File: config.mk
export PLATFORM = sky130hd
export DESIGN_NAME = lcd_segment_common_driver
export DESIGN_NICKNAME = d
export VERILOG_FILES = /design/src/lcd_pkg.sv /design/src/lcd_slot_timer.sv /design/src/lcd_segment_common_driver.sv
export VERILOG_INCLUDE_DIRS = /design/src
export SDC_FILE = /design/constraint.sdc
export NUM_CORES = 1
export LEC_CHECK = 0
export BUFFER_PORTS_ARGS = -buffer_cell sky130_fd_sc_hd__buf_2
export CAP_MARGIN = 10
export CORE_MARGIN = 5
export CORE_UTILIZATION = 36
export CTS_CLUSTER_SIZE = 28
export DETAILED_ROUTE_END_ITERATION = 10
export GPL_TIMING_DRIVEN = 0
export PLACE_DENSITY = 0.57
export SLEW_MARGIN = 20
export SYNTH_ARGS = -nofsm -noshare
export SYNTH_HDL_FRONTEND = slang
export SYNTH_SLANG_ARGS = --single-unit
File: constraint.sdc
create_clock -name CORE_CLK -period 5.5 [get_ports CORE_CLK]
set_input_delay 0.825 -clock CORE_CLK [delete_from_list [all_inputs] [get_ports CORE_CLK]]
set_output_delay 0.825 -clock CORE_CLK [all_outputs]
set_load 0.005 [all_outputs]
File: src/lcd_map.svh
// register offsets, field positions and timing counts of the lcd driver
`ifndef LCD_MAP_SVH
`define LCD_MAP_SVH

`define ADDR_CTRL 7'h31
`define ADDR_MODE 7'h32
`define ADDR_STAT 7'h33
`define ADDR_PAT_FIRST 7'h40
`define ADDR_PAT_LAST 7'h63

`define CTRL_ON_BIT 3
`define CTRL_RATE_MSB 2
`define STAT_PHASE_BIT 3
`define MODE_SEL_MSB 1
`define MODE_HALF 2'h0
`define MODE_THIRD 2'h1

`define SEG_PINS 36
`define PIN_COM2 35
`define PIN_COM3 34
`define SLOT_COM2 2'h2
`define SLOT_COM3 2'h3

`define LVL_0 2'h0
`define LVL_1 2'h1
`define LVL_2 2'h2
`define LVL_3 2'h3

`define CLK_PERIOD_NS 100
`define HALF_SLOT_NS 32000
`define HALF_SLOT_CYCLES (`HALF_SLOT_NS / `CLK_PERIOD_NS)
`define TIMER_W 24

`endif

File: src/lcd_pkg.sv
// types shared by the lcd driver modules
package lcd_pkg;

   typedef enum logic [1:0] {DUTY_HALF, DUTY_THIRD, DUTY_QUARTER} duty_t;

   typedef logic [1:0] level_t;

endpackage

File: src/lcd_slot_timer.sv
// half-slot tick divider, period scaled by the frame rate field
`timescale 1ns/10ps
`include "lcd_map.svh"

module lcd_slot_timer
   import lcd_pkg::*;
#(
   parameter int HALF_SLOT_CYCLES = `HALF_SLOT_CYCLES
)
(
   input wire logic clk,
   input wire logic rst_n,
   input wire logic [2:0] rate_sel,
   output logic tick
);

   logic [`TIMER_W-1:0] count_ff;
   logic [2:0] rate_seen_ff;
   logic [`TIMER_W-1:0] limit;

   assign limit = (`TIMER_W'(HALF_SLOT_CYCLES) << rate_sel) - `TIMER_W'(1);

   // restart on a rate change so the first period at the new rate runs its full limit
   always_ff @(posedge clk)
   begin
      if (!rst_n)
      begin
         count_ff <= '0;
         rate_seen_ff <= 3'h0;
         tick <= 1'b0;
      end
      else if (rate_sel != rate_seen_ff)
      begin
         count_ff <= '0;
         rate_seen_ff <= rate_sel;
         tick <= 1'b0;
      end
      else if (count_ff >= limit)
      begin
         count_ff <= '0;
         tick <= 1'b1;
      end
      else
      begin
         count_ff <= count_ff + `TIMER_W'(1);
         tick <= 1'b0;
      end
   end

endmodule

File: src/lcd_segment_common_driver.sv
// multiplexed lcd segment and common driver with register port
// How it works
// RULE_01 - four commons, thirty-four segments, two shared pins
// RULE_02 - shared pins follow common pin mode field
// RULE_03 - mode gives 72, 105 or 136 dots
// RULE_04 - waveforms use fixed one-third bias levels
// RULE_05 - duty half, third or quarter by commons
// RULE_06 - frame rate field sets frame frequency
// RULE_07 - pattern taken from registers 40H to 63H
// RULE_08 - lit dot gets full select potential
// RULE_09 - display_on bit switches display on or off
// RULE_10 - display off drives all segments dark
// RULE_11 - any reset source clears display_on
// RULE_12 - register per segment, bit n is common n
//
// Added by the designer: the strobed register port.
`timescale 1ns/10ps
`include "lcd_map.svh"

module lcd_segment_common_driver
   import lcd_pkg::*;
#(
   parameter int HALF_SLOT_CYCLES = `HALF_SLOT_CYCLES
)
(
   input wire logic CORE_CLK,
   input wire logic RST_N,
   input wire logic [6:0] ADDR,
   input wire logic [3:0] WDATA,
   input wire logic WR,
   input wire logic RD,
   input wire logic LOWV_DET,
   input wire logic WDOG_RST,
   output logic [3:0] RDATA,
   output logic [71:0] SEGMENT_OUT,
   output logic [3:0] COMMON_OUT
);

   logic display_on_ff;
   logic [2:0] frame_rate_ff;
   logic [3:0] pin_mode_ff;
   logic [3:0] pattern_ff [0:`SEG_PINS-1];
   logic [1:0] slot_ff;
   logic phase_ff;
   logic tick;
   duty_t duty;
   logic [2:0] ncom;
   logic [1:0] nxt_slot;
   logic nxt_phase;
   logic [71:0] nxt_seg;
   logic [3:0] nxt_com;
   logic [6:0] pat_offset;
   logic [5:0] pat_index;

   function automatic duty_t duty_of(input logic [3:0] mode);
      duty_t d;
      if (mode[`MODE_SEL_MSB:0] == `MODE_HALF)
         d = DUTY_HALF;
      else if (mode[`MODE_SEL_MSB:0] == `MODE_THIRD)
         d = DUTY_THIRD;
      else
         d = DUTY_QUARTER;
      return d;
   endfunction

   function automatic logic [2:0] com_count(input duty_t d);
      logic [2:0] n;
      unique case (d)
         DUTY_HALF: n = 3'h2;
         DUTY_THIRD: n = 3'h3;
         DUTY_QUARTER: n = 3'h4;
      endcase
      return n;
   endfunction

   // segment side: lit sits opposite the select level, unlit one third off
   function automatic level_t seg_level(input logic lit, input logic ph);
      level_t l;
      if (lit)
         l = ph ? `LVL_3 : `LVL_0;
      else
         l = ph ? `LVL_1 : `LVL_2;
      return l;
   endfunction

   function automatic level_t com_level(input logic sel, input logic ph);
      level_t l;
      if (sel)
         l = ph ? `LVL_0 : `LVL_3;
      else
         l = ph ? `LVL_2 : `LVL_1;
      return l;
   endfunction

   function automatic logic in_pattern(input logic [6:0] a);
      return (a >= `ADDR_PAT_FIRST) && (a <= `ADDR_PAT_LAST);
   endfunction

   lcd_slot_timer #(
      .HALF_SLOT_CYCLES(HALF_SLOT_CYCLES)
   ) u_timer (
      .clk(CORE_CLK),
      .rst_n(RST_N),
      .rate_sel(frame_rate_ff), // [RULE_06]
      .tick(tick)
   );

   assign duty = duty_of(pin_mode_ff); // [RULE_02] [RULE_03]
   assign ncom = com_count(duty); // [RULE_05]
   assign pat_offset = ADDR - `ADDR_PAT_FIRST;
   assign pat_index = pat_offset[5:0];

   // display enable: every reset source forces blanking
   always_ff @(posedge CORE_CLK)
   begin
      if (!RST_N || LOWV_DET || WDOG_RST) // [RULE_11]
         display_on_ff <= 1'b0;
      else if (WR && ADDR == `ADDR_CTRL)
         display_on_ff <= WDATA[`CTRL_ON_BIT]; // [RULE_09]
   end

   always_ff @(posedge CORE_CLK)
   begin
      if (!RST_N)
         frame_rate_ff <= 3'h0;
      else if (WR && ADDR == `ADDR_CTRL)
         frame_rate_ff <= WDATA[`CTRL_RATE_MSB:0]; // [RULE_06]
   end

   always_ff @(posedge CORE_CLK)
   begin
      if (!RST_N)
         pin_mode_ff <= 4'h0;
      else if (WR && ADDR == `ADDR_MODE)
         pin_mode_ff <= WDATA; // [RULE_02]
   end

   always_ff @(posedge CORE_CLK)
   begin
      if (!RST_N)
      begin
         for (int i = 0; i < `SEG_PINS; i++)
            pattern_ff[i] <= 4'h0;
      end
      else if (WR && in_pattern(ADDR))
         pattern_ff[pat_index] <= WDATA; // [RULE_07]
   end

   // read data stands in the cycle after the strobe only
   always_ff @(posedge CORE_CLK)
   begin
      if (!RST_N || !RD)
         RDATA <= 4'h0;
      else if (ADDR == `ADDR_CTRL)
         RDATA <= {display_on_ff, frame_rate_ff};
      else if (ADDR == `ADDR_MODE)
         RDATA <= pin_mode_ff;
      else if (ADDR == `ADDR_STAT)
         RDATA <= {phase_ff, 1'b0, slot_ff};
      else if (in_pattern(ADDR))
         RDATA <= pattern_ff[pat_index];
      else
         RDATA <= 4'h0;
   end

   // scan order: both phases of a slot, then the next active common
   always_comb
   begin
      nxt_phase = ~phase_ff;
      if ({1'b0, slot_ff} >= ncom)
         nxt_slot = 2'h0;
      else if (phase_ff && ({1'b0, slot_ff} == ncom - 3'h1)) // [RULE_05]
         nxt_slot = 2'h0;
      else if (phase_ff)
         nxt_slot = slot_ff + 2'h1;
      else
         nxt_slot = slot_ff;
   end

   always_ff @(posedge CORE_CLK)
   begin
      if (!RST_N)
      begin
         slot_ff <= 2'h0;
         phase_ff <= 1'b0;
      end
      else if (tick)
      begin
         slot_ff <= nxt_slot;
         phase_ff <= nxt_phase;
      end
   end

   always_comb
   begin
      nxt_seg = '0;
      nxt_com = '0;
      for (int i = 0; i < `SEG_PINS; i++)
         nxt_seg[2*i +: 2] = seg_level(display_on_ff // [RULE_10]
            && pattern_ff[i][nxt_slot], nxt_phase); // [RULE_08] [RULE_12]
      if (duty != DUTY_HALF) // [RULE_01] [RULE_02]
         nxt_seg[2*`PIN_COM2 +: 2] =
            com_level(nxt_slot == `SLOT_COM2, nxt_phase);
      if (duty == DUTY_QUARTER) // [RULE_01] [RULE_02]
         nxt_seg[2*`PIN_COM3 +: 2] =
            com_level(nxt_slot == `SLOT_COM3, nxt_phase);
      nxt_com[1:0] = com_level(nxt_slot == 2'h0, nxt_phase); // [RULE_04]
      nxt_com[3:2] = com_level(nxt_slot == 2'h1, nxt_phase); // [RULE_04]
   end

   always_ff @(posedge CORE_CLK)
   begin
      if (!RST_N)
      begin
         SEGMENT_OUT <= '0;
         COMMON_OUT <= '0;
      end
      else if (tick)
      begin
         SEGMENT_OUT <= nxt_seg;
         COMMON_OUT <= nxt_com;
      end
   end

   // tick spacing watch, restarted when the rate changes
   logic [`TIMER_W-1:0] gap_ff;
   logic gap_valid_ff;
   logic [2:0] gap_rate_ff;
   logic [`TIMER_W-1:0] gap_expect;

   assign gap_expect = (`TIMER_W'(HALF_SLOT_CYCLES) << frame_rate_ff)
      - `TIMER_W'(1);

   always_ff @(posedge CORE_CLK)
   begin
      if (!RST_N || gap_rate_ff != frame_rate_ff)
      begin
         gap_ff <= '0;
         gap_valid_ff <= 1'b0;
         gap_rate_ff <= frame_rate_ff;
      end
      else if (tick)
      begin
         gap_ff <= '0;
         gap_valid_ff <= 1'b1;
      end
      else
         gap_ff <= gap_ff + `TIMER_W'(1);
   end

   chk_reset_blanks: assert property ( // [RULE_11]
      @(posedge CORE_CLK) (!RST_N || LOWV_DET || WDOG_RST)
         |=> !display_on_ff)
      else $error("display_on survived a reset source");

   chk_ctrl_readback: assert property ( // [RULE_09]
      @(posedge CORE_CLK) disable iff (!RST_N)
      (RD && ADDR == `ADDR_CTRL)
         |=> RDATA == $past({display_on_ff, frame_rate_ff}))
      else $error("control read back wrong");

   chk_blank_segments: assert property ( // [RULE_10]
      @(posedge CORE_CLK) disable iff (!RST_N)
      (tick && !display_on_ff)
         |=> SEGMENT_OUT[1:0] == (phase_ff ? `LVL_1 : `LVL_2))
      else $error("segment not dark while display off");

   chk_lit_dot: assert property ( // [RULE_08]
      @(posedge CORE_CLK) disable iff (!RST_N)
      (tick && display_on_ff && pattern_ff[0][nxt_slot])
         |=> SEGMENT_OUT[1:0] == (phase_ff ? `LVL_3 : `LVL_0))
      else $error("lit dot lacks full select level");

   chk_select_common: assert property ( // [RULE_04]
      @(posedge CORE_CLK) disable iff (!RST_N)
      (tick && nxt_slot == 2'h0)
         |=> COMMON_OUT[1:0] == (phase_ff ? `LVL_0 : `LVL_3)
            && COMMON_OUT[3:2] == (phase_ff ? `LVL_2 : `LVL_1))
      else $error("common levels not one-third bias");

   chk_slot_range: assert property ( // [RULE_05]
      @(posedge CORE_CLK) disable iff (!RST_N)
      $past(tick) && $past(RST_N) |-> {1'b0, slot_ff} < $past(ncom))
      else $error("scan slot beyond active commons");

   chk_shared_segment: assert property ( // [RULE_02]
      @(posedge CORE_CLK) disable iff (!RST_N)
      (tick && duty == DUTY_HALF && !display_on_ff)
         |=> SEGMENT_OUT[2*`PIN_COM2 +: 2] == (phase_ff ? `LVL_1 : `LVL_2))
      else $error("shared pin not acting as segment");

   chk_shared_common: assert property ( // [RULE_01]
      @(posedge CORE_CLK) disable iff (!RST_N)
      (tick && duty == DUTY_QUARTER && nxt_slot == `SLOT_COM3)
         |=> SEGMENT_OUT[2*`PIN_COM3 +: 2] == (phase_ff ? `LVL_0 : `LVL_3))
      else $error("shared pin not acting as common");

   chk_tick_spacing: assert property ( // [RULE_06]
      @(posedge CORE_CLK) disable iff (!RST_N)
      (tick && gap_valid_ff && gap_rate_ff == frame_rate_ff)
         |-> gap_ff == gap_expect)
      else $error("half slot period does not follow frame rate");

   chk_pattern_store: assert property ( // [RULE_07]
      @(posedge CORE_CLK) disable iff (!RST_N)
      (WR && ADDR == `ADDR_PAT_FIRST) ##1 (RD && ADDR == `ADDR_PAT_FIRST)
         |=> RDATA == $past(WDATA, 2))
      else $error("pattern register lost a write");

endmodule

== Yosys cells after proc, flatten, opt, wreduce, memory -nomap -nowiden ==
Memories as Yosys holds them, arrays and structs flattened.
Index checks and enable logic that the tools add are counted.
W data, S select, Z words.

* Register bits: 119
* Bits in writable memories: 144
* Logic and storage cells: 225
* Output and inout port bits: 80
* Input port bits: 17
* Memories: 1

{| class="wikitable"
|+ Memories
! memory !! words !! width !! rd ports !! clocked after Yosys merged registers in !! write ports !! RTL line !! text
|-
| pattern_ff || 36 || 4 || 37 || 0 || 36 || lcd_segment_common_driver.sv:42 || <nowiki>logic [3:0] pattern_ff [0:`SEG_PINS-1];</nowiki>
|}

* Muxes and demuxes: 136
* Equality and inequality tests: 11
* Reduce and logical (&&, ||, !) cells: 53
* Add/sub/neg operators: 5
* Bitwise operators: 2
* Shift-type cells: 1
* Magnitude comparators: 5

{| class="wikitable"
|+ Operators with widths
! operator !! number
|-
| $mux W2 || 51
|-
| $bmux W1 S2 || 36
|-
| $mux W1 || 42
|-
| $logic_and A1 B1 Y1 || 41
|-
| $add A24 B1 Y24 const B || 1
|-
| $ge A24 B24 Y1 || 1
|-
| $shl A9 B3 Y24 const A || 1
|-
| $sub A24 B2 Y24 const B || 1
|-
| $eq A7 B6 Y1 const B || 3
|-
| $mux W4 || 5
|-
| $pmux W3 S3 || 1
|-
| $ge A7 B7 Y1 const B || 1
|-
| $le A7 B7 Y1 const B || 1
|-
| $eq A2 B1 Y1 const B || 3
|-
| $eq A2 B2 Y1 const B || 3
|-
| $logic_not A2 Y1 || 3
|-
| $mux W6 || 1
|-
| $sub A6 B1 Y6 const B || 1
|-
| $reduce_or A4 Y1 || 1
|-
| $eq A2 B3 Y1 || 1
|-
| $ge A2 B3 Y1 || 1
|-
| $logic_or A1 B1 Y1 || 3
|-
| $lt A2 B3 Y1 const B || 1
|-
| $ne A3 B3 Y1 || 1
|-
| other kinds (7) || 9
|}

== Logic depth before layout (Yosys ltp) ==
Gate-level depths: netlist of the first run.

* Word-level depth: 15
* Mapped depth: 15
* Mapped depth without buffers: 13

== Hierarchy ==
From an unflattened synthesis of the first run, not the netlist that was laid out.

* Cell total of the unflattened synthesis: 1438
* Area total of the unflattened synthesis: 15381.0 um^2

{| class="wikitable"
|+ By module, submodules not included
! module !! cells an instance !! seq. area each (um^2) !! area each (um^2) !! instances
|-
| lcd_segment_common_driver || 1283 || 6726.5 || 13889.6 || 1
|-
| lcd_slot_timer || 155 || 560.5 || 1491.4 || 1
|}

== Worst setup path after synthesis of the first run ==
Ideal clock, no wire load.

* Path kind: register to register
* Start point: register pin_mode_ff[1]
* End point: register SEGMENT_OUT[71]
* Path slack: 2.213 ns
* Arrival: 3.150 ns
* Library setup time: 0.136 ns
* Cell stages (with the launch flop): 13
* Data required time: 5.364 ns
* Period minus slack after synthesis: 3.287 ns
* Buffers on the path: 1
* Cells stage by stage: dfxtp_1 -> buf_6 -> and2b_2 -> ha_1 -> nor3b_2 -> or4_4 -> nor3b_4 -> a22o_2 -> o21ai_0 -> ha_1 -> or3_2 -> o311ai_0 -> a21boi_0

* Word-level cells in the longest chain between the ends: 15
* Elaborated cells between the ends (all ways): 22
* Those cells by class: add/sub: 1; order compare: 1; eq/ne: 5; mux: 10; reduce/logical: 5

{| class="wikitable"
|+ Ends and longest elaborated chain
! item !! RTL line !! text
|-
| start, declared || lcd_segment_common_driver.sv:41 || <nowiki>logic [3:0] pin_mode_ff;</nowiki>
|-
| start signal, assigned || lcd_segment_common_driver.sv:133 || <nowiki>pin_mode_ff <= 4'h0;</nowiki>
|-
| start signal, assigned || lcd_segment_common_driver.sv:135 || <nowiki>pin_mode_ff <= WDATA;</nowiki>
|-
| $eq A2 B1 Y1 (no source line) || -- ||
|-
| $mux W2 || lcd_segment_common_driver.sv:59 || <nowiki>else if (mode[`MODE_SEL_MSB:0] == `MODE_THIRD)</nowiki>
|-
| $mux W2 (*) || lcd_segment_common_driver.sv:57 || <nowiki>if (mode[`MODE_SEL_MSB:0] == `MODE_HALF)</nowiki>
|-
| $eq A2 B2 Y1 (tied with other cells) || lcd_segment_common_driver.sv:68 || <nowiki>unique case (d)</nowiki>
|-
| $pmux W3 S3 || lcd_segment_common_driver.sv:68 ||
|-
| $sub A3 B1 Y3 || lcd_segment_common_driver.sv:172 || <nowiki>else if (phase_ff && ({1'b0, slot_ff} == ncom - 3'h1))</nowiki>
|-
| $eq A2 B3 Y1 || lcd_segment_common_driver.sv:172 ||
|-
| $logic_and A1 B1 Y1 || lcd_segment_common_driver.sv:172 ||
|-
| $mux W2 || lcd_segment_common_driver.sv:172 ||
|-
| $mux W2 || lcd_segment_common_driver.sv:170 || <nowiki>if ({1'b0, slot_ff} >= ncom)</nowiki>
|-
| $bmux W1 S2 || lcd_segment_common_driver.sv:200 || <nowiki>&& pattern_ff[i][nxt_slot], nxt_phase);</nowiki>
|-
| $mux W1 (not written as such) || lcd_segment_common_driver.sv:200 ||
|-
| $logic_and A1 B1 Y1 || lcd_segment_common_driver.sv:200 ||
|-
| $mux W2 || lcd_segment_common_driver.sv:79 || <nowiki>if (lit)</nowiki>
|-
| $mux W2 (*) || lcd_segment_common_driver.sv:201 || <nowiki>if (duty != DUTY_HALF)</nowiki>
|-
| end signal, assigned || lcd_segment_common_driver.sv:220 || <nowiki>SEGMENT_OUT <= nxt_seg;</nowiki>
|-
| end, declared || lcd_segment_common_driver.sv:35 || <nowiki>output logic [71:0] SEGMENT_OUT,</nowiki>
|}

Mark *: on every way between the ends. The rest lies on a longest branch, timed or not. The select of a mux whose other input is x is not followed.
A chain may end at the register's enable or synchronous reset.

== Final worst setup path of the first run ==
* Start point: register pin_mode_ff[1]
* End point: register SEGMENT_OUT[29]

* Word-level cells in the longest chain between the ends: 14
* Elaborated cells between the ends (all ways): 18
* Those cells by class: add/sub: 1; order compare: 1; eq/ne: 4; mux: 8; reduce/logical: 4

{| class="wikitable"
|+ Ends and longest elaborated chain
! item !! RTL line !! text
|-
| $eq A2 B1 Y1 (no source line) || -- ||
|-
| $mux W2 || lcd_segment_common_driver.sv:59 ||
|-
| $mux W2 (*) || lcd_segment_common_driver.sv:57 ||
|-
| $eq A2 B2 Y1 (tied with other cells) || lcd_segment_common_driver.sv:68 ||
|-
| $pmux W3 S3 (*) || lcd_segment_common_driver.sv:68 ||
|-
| $sub A3 B1 Y3 || lcd_segment_common_driver.sv:172 ||
|-
| $eq A2 B3 Y1 || lcd_segment_common_driver.sv:172 ||
|-
| $logic_and A1 B1 Y1 || lcd_segment_common_driver.sv:172 ||
|-
| $mux W2 || lcd_segment_common_driver.sv:172 ||
|-
| $mux W2 (*) || lcd_segment_common_driver.sv:170 ||
|-
| $bmux W1 S2 (*) || lcd_segment_common_driver.sv:200 ||
|-
| $mux W1 (not written as such) (*) || lcd_segment_common_driver.sv:200 ||
|-
| $logic_and A1 B1 Y1 (*) || lcd_segment_common_driver.sv:200 ||
|-
| $mux W2 (*) || lcd_segment_common_driver.sv:79 ||
|-
| named net nxt_seg[29] || lcd_segment_common_driver.sv:50 || <nowiki>logic [71:0] nxt_seg;</nowiki>
|}

The timed path passes the listed nets; every way through them passes the cells marked *. The select of a mux whose other input is x is not followed.

==> results.txt, run 1 <==
routed via count: 12.9k
leakage: 7.15 nW
post-route cell area: 0.0187 mm²
NetSw: 1.41 mW
vias in the first global route: 12.5k
Final Cycle Share: 0.676
DRC: 0
PwrDens: 298 mW/mm²
# Max-Cap Violations: 0
fin crit period: 3.72 ns
CTS Buffer Depth: 3
# rows: 77
GR Util All Layers: 0.222
power share of the sequential group: 0.476
top_reg_cell synth: edfxtp_1
Nets: 1813
met3 routed WL: 5040 µm
initial antenna violation count: 2
DR WL met2: 25700 µm
mux cell area share after synthesis: 0.0977
# port buffers: 94
clk_lat worst skew: 0.54 ns
Initial DRC Count: 1579
RSZ-0062 raised after global routing: no
Starting Density: 0.364
Max-Slew Margin vs Limit: 0.344
worst hold path class: input port to flip-flop
worst hold slack: 0.438 ns
GRT overflow: 0
Ys Warns: 0
Setup crit end kind: flip-flop
drt wl/cell: 24.2 µm
count leader, synth: nor2_1
gpl congestion: 1.07
synth top area cells: edfxtp_1 (36%), dfxtp_1 (15%), ha_1 (6.9%)
Cell Area, Placed: 0.0176 mm²
Buffers & Inverters on Critical Path: 3
Detail Route Antenna Nets: 0
CP Launch Type: flip-flop
Pre-Repair DR Iteration Count: 5
share of layout cells above drive strength 1: 0.141
Worst path max stage delay: 0.54 ns
most frequent cells after synthesis: nor2_1 (233), edfxtp_1 (192), dfxtp_1 (118), o21ai_0 (112), mux2i_1 (98)
Cells after DPL: 2262
area share of xor/xnor cells in the synthesized design: 0.0168
TritonCTS Buffers: 35
uppermost layer routed: met5
Synth top area share: 0.357
Avg Cell Area, Syn: 10.6 µm²
Root Buffer: clkbuf_16
synth unique cells: 71
final slew viol count: 0
Setup-failing EPs final: 0
maximum vdd drop: 0.227 mV
Max Fclk: 269 MHz
power share of the clock group: 0.417
# Post-CTS Setup Buffers: 0
Detailed Route WL: 56300 µm
die height: 222 µm
# hold bufs at CTS: 0
Critical-path top delay cell: mux2i_1
largest net degree at the start of global routing: 69
sw frac: 0.253
core area: 0.0443 mm²
Tot Pwr: 5.58 mW
required time of the critical path: 5.93 ns
H-tree levels: 2
EDFF count, synth: 192
asr flop ratio synth: 0
setup TNS: 0 ns
layout overhead on the synthesized area: 16.0%
Worst Tran Pin Value: 0.976 ns
Top delay family on crit path: buffers and inverters
quantity of gates resized following cts: 0
Worst EP arrival: 4.15 ns
Crit Path Max Fanout: 10
Top Ports: 97
die area: 0.0492 mm²
post-layout util: 0.423
Sink Count: 310
part of the Yosys area used for sequential elements: 0.503
number of fill cells in the layout: 4306
FF+latch count, synth: 310
Worst Slack Setup Final: 1.78 ns
CTS tree: done
Via density: 5.53
Reg clk slew, reported paths: 0.06 ns
post-DP HPWL: 42600 µm
placement-stage worst setup slack: 1.80 ns
CP cell instances: buf_6 -> and2b_2 -> ha_1 -> and2b_2 -> o21ai_0 -> nand3_1 -> buf_2 -> buf_2 -> mux2i_1 -> nor2_1 -> o21ai_0 -> ha_1 -> mux2i_1 -> nor2b_1
kind of critical path: flip-flop to flip-flop
antenna diode count: 0
Final Skew: 0.0172 ns
largest family of logic cells by synthesized area: simple AND/OR/NAND/NOR gates
Adder-Cell Fraction of Synth Area: 0.0690
Int Pwr: 4.17 mW
Finished Layout Cells: 2326
Fin. Hold Viols: 0
Simple-Gate Fraction of Synth Area: 0.143
leading area contributor after synthesis: edfxtp_1
Metal-1 WL: 23100 µm
complex-gate fraction of the synthesized area: 0.137
Post-Synthesis Cells: 1524
first-pass GRT wire length: 82900 µm
status: completed
Mapped Area: 0.0161 mm²
share of total power in combinational logic: 0.108
width of the die: 222 µm
[registers in the layout (all words and copies together) (netlist names)]
name and cells:
display_on_ff 1, frame_rate_ff 3, phase_ff 1, RDATA 4, u_timer.count_ff 24, slot_ff 2
COMMON_OUT 3, u_timer.tick 1, pattern_ff 192, SEGMENT_OUT 72, u_timer.rate_seen_ff 3, pin_mode_ff 4
[per-layer routing]
metal / track usage / vias to the layer above
met5: 0 / -
met4: 0.0819 / 4
met3: 0.0445 / 156
met2: 0.363 / 645
met1: 0.293 / 6210
li1: - / 5858
[worst register-to-register path: stages (launching register included)]
cell and delay (ns):
dfxtp_1 0.38, buf_6 0.18, and2b_2 0.23, ha_1 0.27, and2b_2 0.22, o21ai_0 0.15
nand3_1 0.12, buf_2 0.32, buf_2 0.43, mux2i_1 0.55, nor2_1 0.13, o21ai_0 0.19
ha_1 0.27, mux2i_1 0.13, nor2b_1 0.06
[placed cells by master (no fill, tap or decap), types with 18 or more instances in the layout]
cell type    n
mux2_2      21
nor3_1      27
clkbuf_1    81
nand2_1     83
conb_1      53
o22ai_1     20
edfxtp_1   192
a22o_1      32
o21ai_0    112
mux2i_1     98
nor2_1     233
nand3_1     20
dfxtp_1    118
buf_2      123
o221ai_1    18
o21a_1      40
nor2b_1     53
a21oi_1     57
and2_1      25
clkbuf_16   36
ha_1        89
[power by group through the flow]
stage	Sequential, mW	Clock [mW]	Combinational (mW)
floorplan	2.67	0	0.347
global placement	2.70	0	0.581
detailed placement	2.70	0	0.588
CTS	2.65	2.36	0.590
global route	2.66	2.46	0.640
finish	2.66	2.32	0.600
[final cells by class]
| class | count | area (µm²) | area share |
|---|---|---|---|
| Inverter | 14 | 55.1 | 0.00294 |
| Timing Repair Buffer | 95 | 498 | 0.0266 |
| Clock buffer | 56 | 1070 | 0.0570 |
| Multi-Input combinational cell | 1141 | 7670 | 0.410 |
| Tap cell | 592 | 741 | 0.0395 |
| Sequential cell | 310 | 8130 | 0.434 |
| Buffer | 110 | 488 | 0.0261 |
| Clock inverter | 8 | 80.1 | 0.00428 |
[cell families (layout without fill, tap and decap cells)]
family | Yosys count | after routing
muxes | 135 | 135
other | 2 | 53
DFF | 310 | 310
AOI/OAI and AO/OA | 339 | 339
buffers and inverters | 124 | 283
adders and majority gates | 89 | 89
and+or+nand+nor | 494 | 494
xor gates and xnor gates | 31 | 31
[path summary, 6_finish.rpt]
check                                    startpoint             endpoint  slack, ns  cells past startpoint
worst min-delay path                       LOWV_DET        display_on_ff       0.44                      2
worst max-delay path                 pin_mode_ff[1]      SEGMENT_OUT[29]       1.78                     14
worst min register to register  u_timer.count_ff[0]  u_timer.count_ff[0]       0.50                      1
worst max register to register       pin_mode_ff[1]      SEGMENT_OUT[29]       1.78                     14
(Power assumes the default switching activity.)
==> run 2, diff against run 1 <==
--- a/config.mk
+++ b/config.mk
@@ -13,7 +13,7 @@
 export CTS_CLUSTER_SIZE = 28
 export DETAILED_ROUTE_END_ITERATION = 10
 export GPL_TIMING_DRIVEN = 0
-export PLACE_DENSITY = 0.57
+export PLACE_DENSITY = 0.59
 export SLEW_MARGIN = 20
 export SYNTH_ARGS = -nofsm -noshare
 export SYNTH_HDL_FRONTEND = slang
==> constraint.sdc (replaced) <==
create_clock -name CORE_CLK -period 3.27 [get_ports CORE_CLK]
set_input_delay 0.4905 -clock CORE_CLK [delete_from_list [all_inputs] [get_ports CORE_CLK]]
set_output_delay 0.4905 -clock CORE_CLK [all_outputs]
set_load 0.005 [all_outputs]
==> run 2 against run 1 <==
Count of clock-buffer cells in the layout decreased by 4. Maximum frequency increased by 15%. Clock skew increased by 0.017 ns. Combinational power increased by 72%. Sequential power increased by 68%. Critical path depth unchanged. Worst hold slack got worse by 0.35 ns. Largest cell class unchanged. Highest routed layer unchanged.
==> results.txt, run 2 (synthesized netlist as in run 1, its figures left out) <==
Final Cycle Share: 0.989
Crit Path Max Fanout: 10
Nets: 1828
GR Util All Layers: 0.222
PwrDens: 493 mW/mm²
TritonCTS Buffers: 36
die height: 222 µm
Initial DRC Count: 1407
initial antenna violation count: 4
Setup-failing EPs final: 0
GRT overflow: 0
RSZ-0062 raised after global routing: yes
met1 GRT Util: 0.289
die area: 0.0492 mm²
antenna diode count: 0
# rows: 77
Via density: 5.64
hold path cells: 2
post-DP HPWL: 42700 µm
most common cell after layout, fill and taps aside: nor2_1
layout overhead on the synthesized area: 19.0%
core area: 0.0443 mm²
Tot Pwr: 9.48 mW
Finished Layout Cells: 2342
routed via count: 13.2k
gpl congestion: 1.05
Detail Route Antenna Nets: 0
Fin. Hold Viols: 0
Worst EP arrival: 3.68 ns
Max-Slew Margin vs Limit: 0.342
CTS tree: done
R2R Setup Slk: 0.04 ns
Largest register FFs: 192
width of the die: 222 µm
r2r startpoint: pin_mode_ff[1]
final slew viol count: 0
Setup crit end kind: flip-flop
Sink Count: 310
Cells after DPL: 2262
share of layout cells above drive strength 1: 0.170
Root Buffer: clkbuf_16
Reg clk slew, reported paths: 0.06 ns
required time of the critical path: 3.72 ns
Max Fclk: 309 MHz
Starting Density: 0.364
Regs by FF count: pattern_ff (192), SEGMENT_OUT (72), u_timer.count_ff (24)
vias in the first global route: 12.5k
Worst Tran Pin Value: 0.979 ns
leakage: 7.40 nW
drt wl/cell: 24.7 µm
H-tree levels: 2
DRC: 0
# hold bufs at CTS: 0
CP Launch Type: flip-flop
GR peak layer: met2
kind of critical path: flip-flop to flip-flop
worst hold path class: input port to flip-flop
most frequent cells in the layout: nor2_1 (231), edfxtp_1 (192), buf_2 (116), dfxtp_1 (115), o21ai_0 (103)
post-layout util: 0.434
largest net degree at the start of global routing: 71
Worst setup startpoint: pin_mode_ff[1]
M2 GR Usage: 0.363
Detailed Route WL: 57800 µm
status: completed
maximum vdd drop: 0.291 mV
worst hold slack: 0.0899 ns
CTS Buffer Depth: 3
fin crit period: 3.23 ns
worst reg2reg path depth: 14
GR Layer Usage met3: 0.0540
# Max-Cap Violations: 0
Pre-Repair DR Iteration Count: 6
# port buffers: 94
Largest Register: pattern_ff
Worst Hold End: display_on_ff
Final Skew: 0.0346 ns
clk_lat worst skew: 0.57 ns
Top Ports: 97
Worst R2R End: SEGMENT_OUT[41]
first-pass GRT wire length: 82600 µm
Hold Crit Start: LOWV_DET
-- run 2: changes by cell type in the layout (fill, tap and decap cells not counted), moves of 4 or more --
cell,before,now
a22o_1,32,14
a22o_4,0,18
buf_2,123,116
buf_4,2,19
clkbuf_1,81,75
clkbuf_16,36,41
clkinv_1,2,6
o21ai_0,112,103
o21ai_1,4,9
o21ai_2,0,4
-- run 2: worst max path at each step --
| stage | to | slack (ns) |
|---|---|---|
| 5_1_grt | SEGMENT_OUT[19] | -0.04 |
| 3_5_place_dp | SEGMENT_OUT[71] | -0.46 |
| 2_1_floorplan | SEGMENT_OUT[71] | 0.01 |
| 4_1_cts | SEGMENT_OUT[71] | -0.04 |
| 3_3_place_gp | SEGMENT_OUT[71] | -0.56 |
| 6_report | SEGMENT_OUT[41] | 0.04 |
-- run 2: critical path, cell delays in order, from the launching register on --
cell and delay [ns]:
dfxtp_2 0.33, buf_6 0.12, and2b_2 0.23, ha_4 0.22
and2b_2 0.23, o21ai_0 0.16, nand3_1 0.13, buf_4 0.23
buf_6 0.24, mux2i_1 0.35, nor2_1 0.10, o21ai_0 0.27
ha_1 0.31, mux2i_1 0.13, nor2b_1 0.06
-- run 2: stage by stage --
stage | TNS (ns) | setup WS (ns) | area, µm²
2_1_floorplan | 0 | 0.00952 | 16300
3_3_place_gp | -10.66 | -0.562 | 17600
3_5_place_dp | -13.04 | -0.462 | 17600
4_1_cts | -0.113 | -0.0382 | 18900
5_1_grt | -0.442 | -0.0401 | 19200
6_report | 0 | 0.0369 | 19200
-- run 2: timing repair --
item | 4_1_cts | 5_1_grt
gates cloned | 0 | 3
pin swaps | 4 | 22
setup endpoints to repair | 66 | 75
endpoints found under the hold margin | 0 | 0
gates resized for setup | 26 | 49
buffers inserted | 2 | 12
-- run 2: routing by layer --
layer  up-vias  part of all wire
met1      6435              0.41
li1       5891                 -
met4         4             0.041
met3       170             0.090
met5         -           0.00047
met2       711              0.46
-- run 2: report_power, final --
| part | internal (mW) | switching [mW] |
|---|---|---|
| clock | 2.32 | 1.64 |
| sequential | 4.35 | 0.126 |
| combinational | 0.352 | 0.678 |
| total | 7.03 | 2.45 |
-- run 2: cell type report --
| type | count | area [µm²] |
|---|---|---|
| Buffer | 107 | 532 |
| Clock buffer | 52 | 1050 |
| Clock inverter | 14 | 103 |
| Fill cell | 4231 | 25100 |
| Inverter | 14 | 58.8 |
| Multi-Input combinational cell | 1141 | 7920 |
| Sequential cell | 310 | 8130 |
| Tap cell | 592 | 741 |
| Timing Repair Buffer | 112 | 686 |
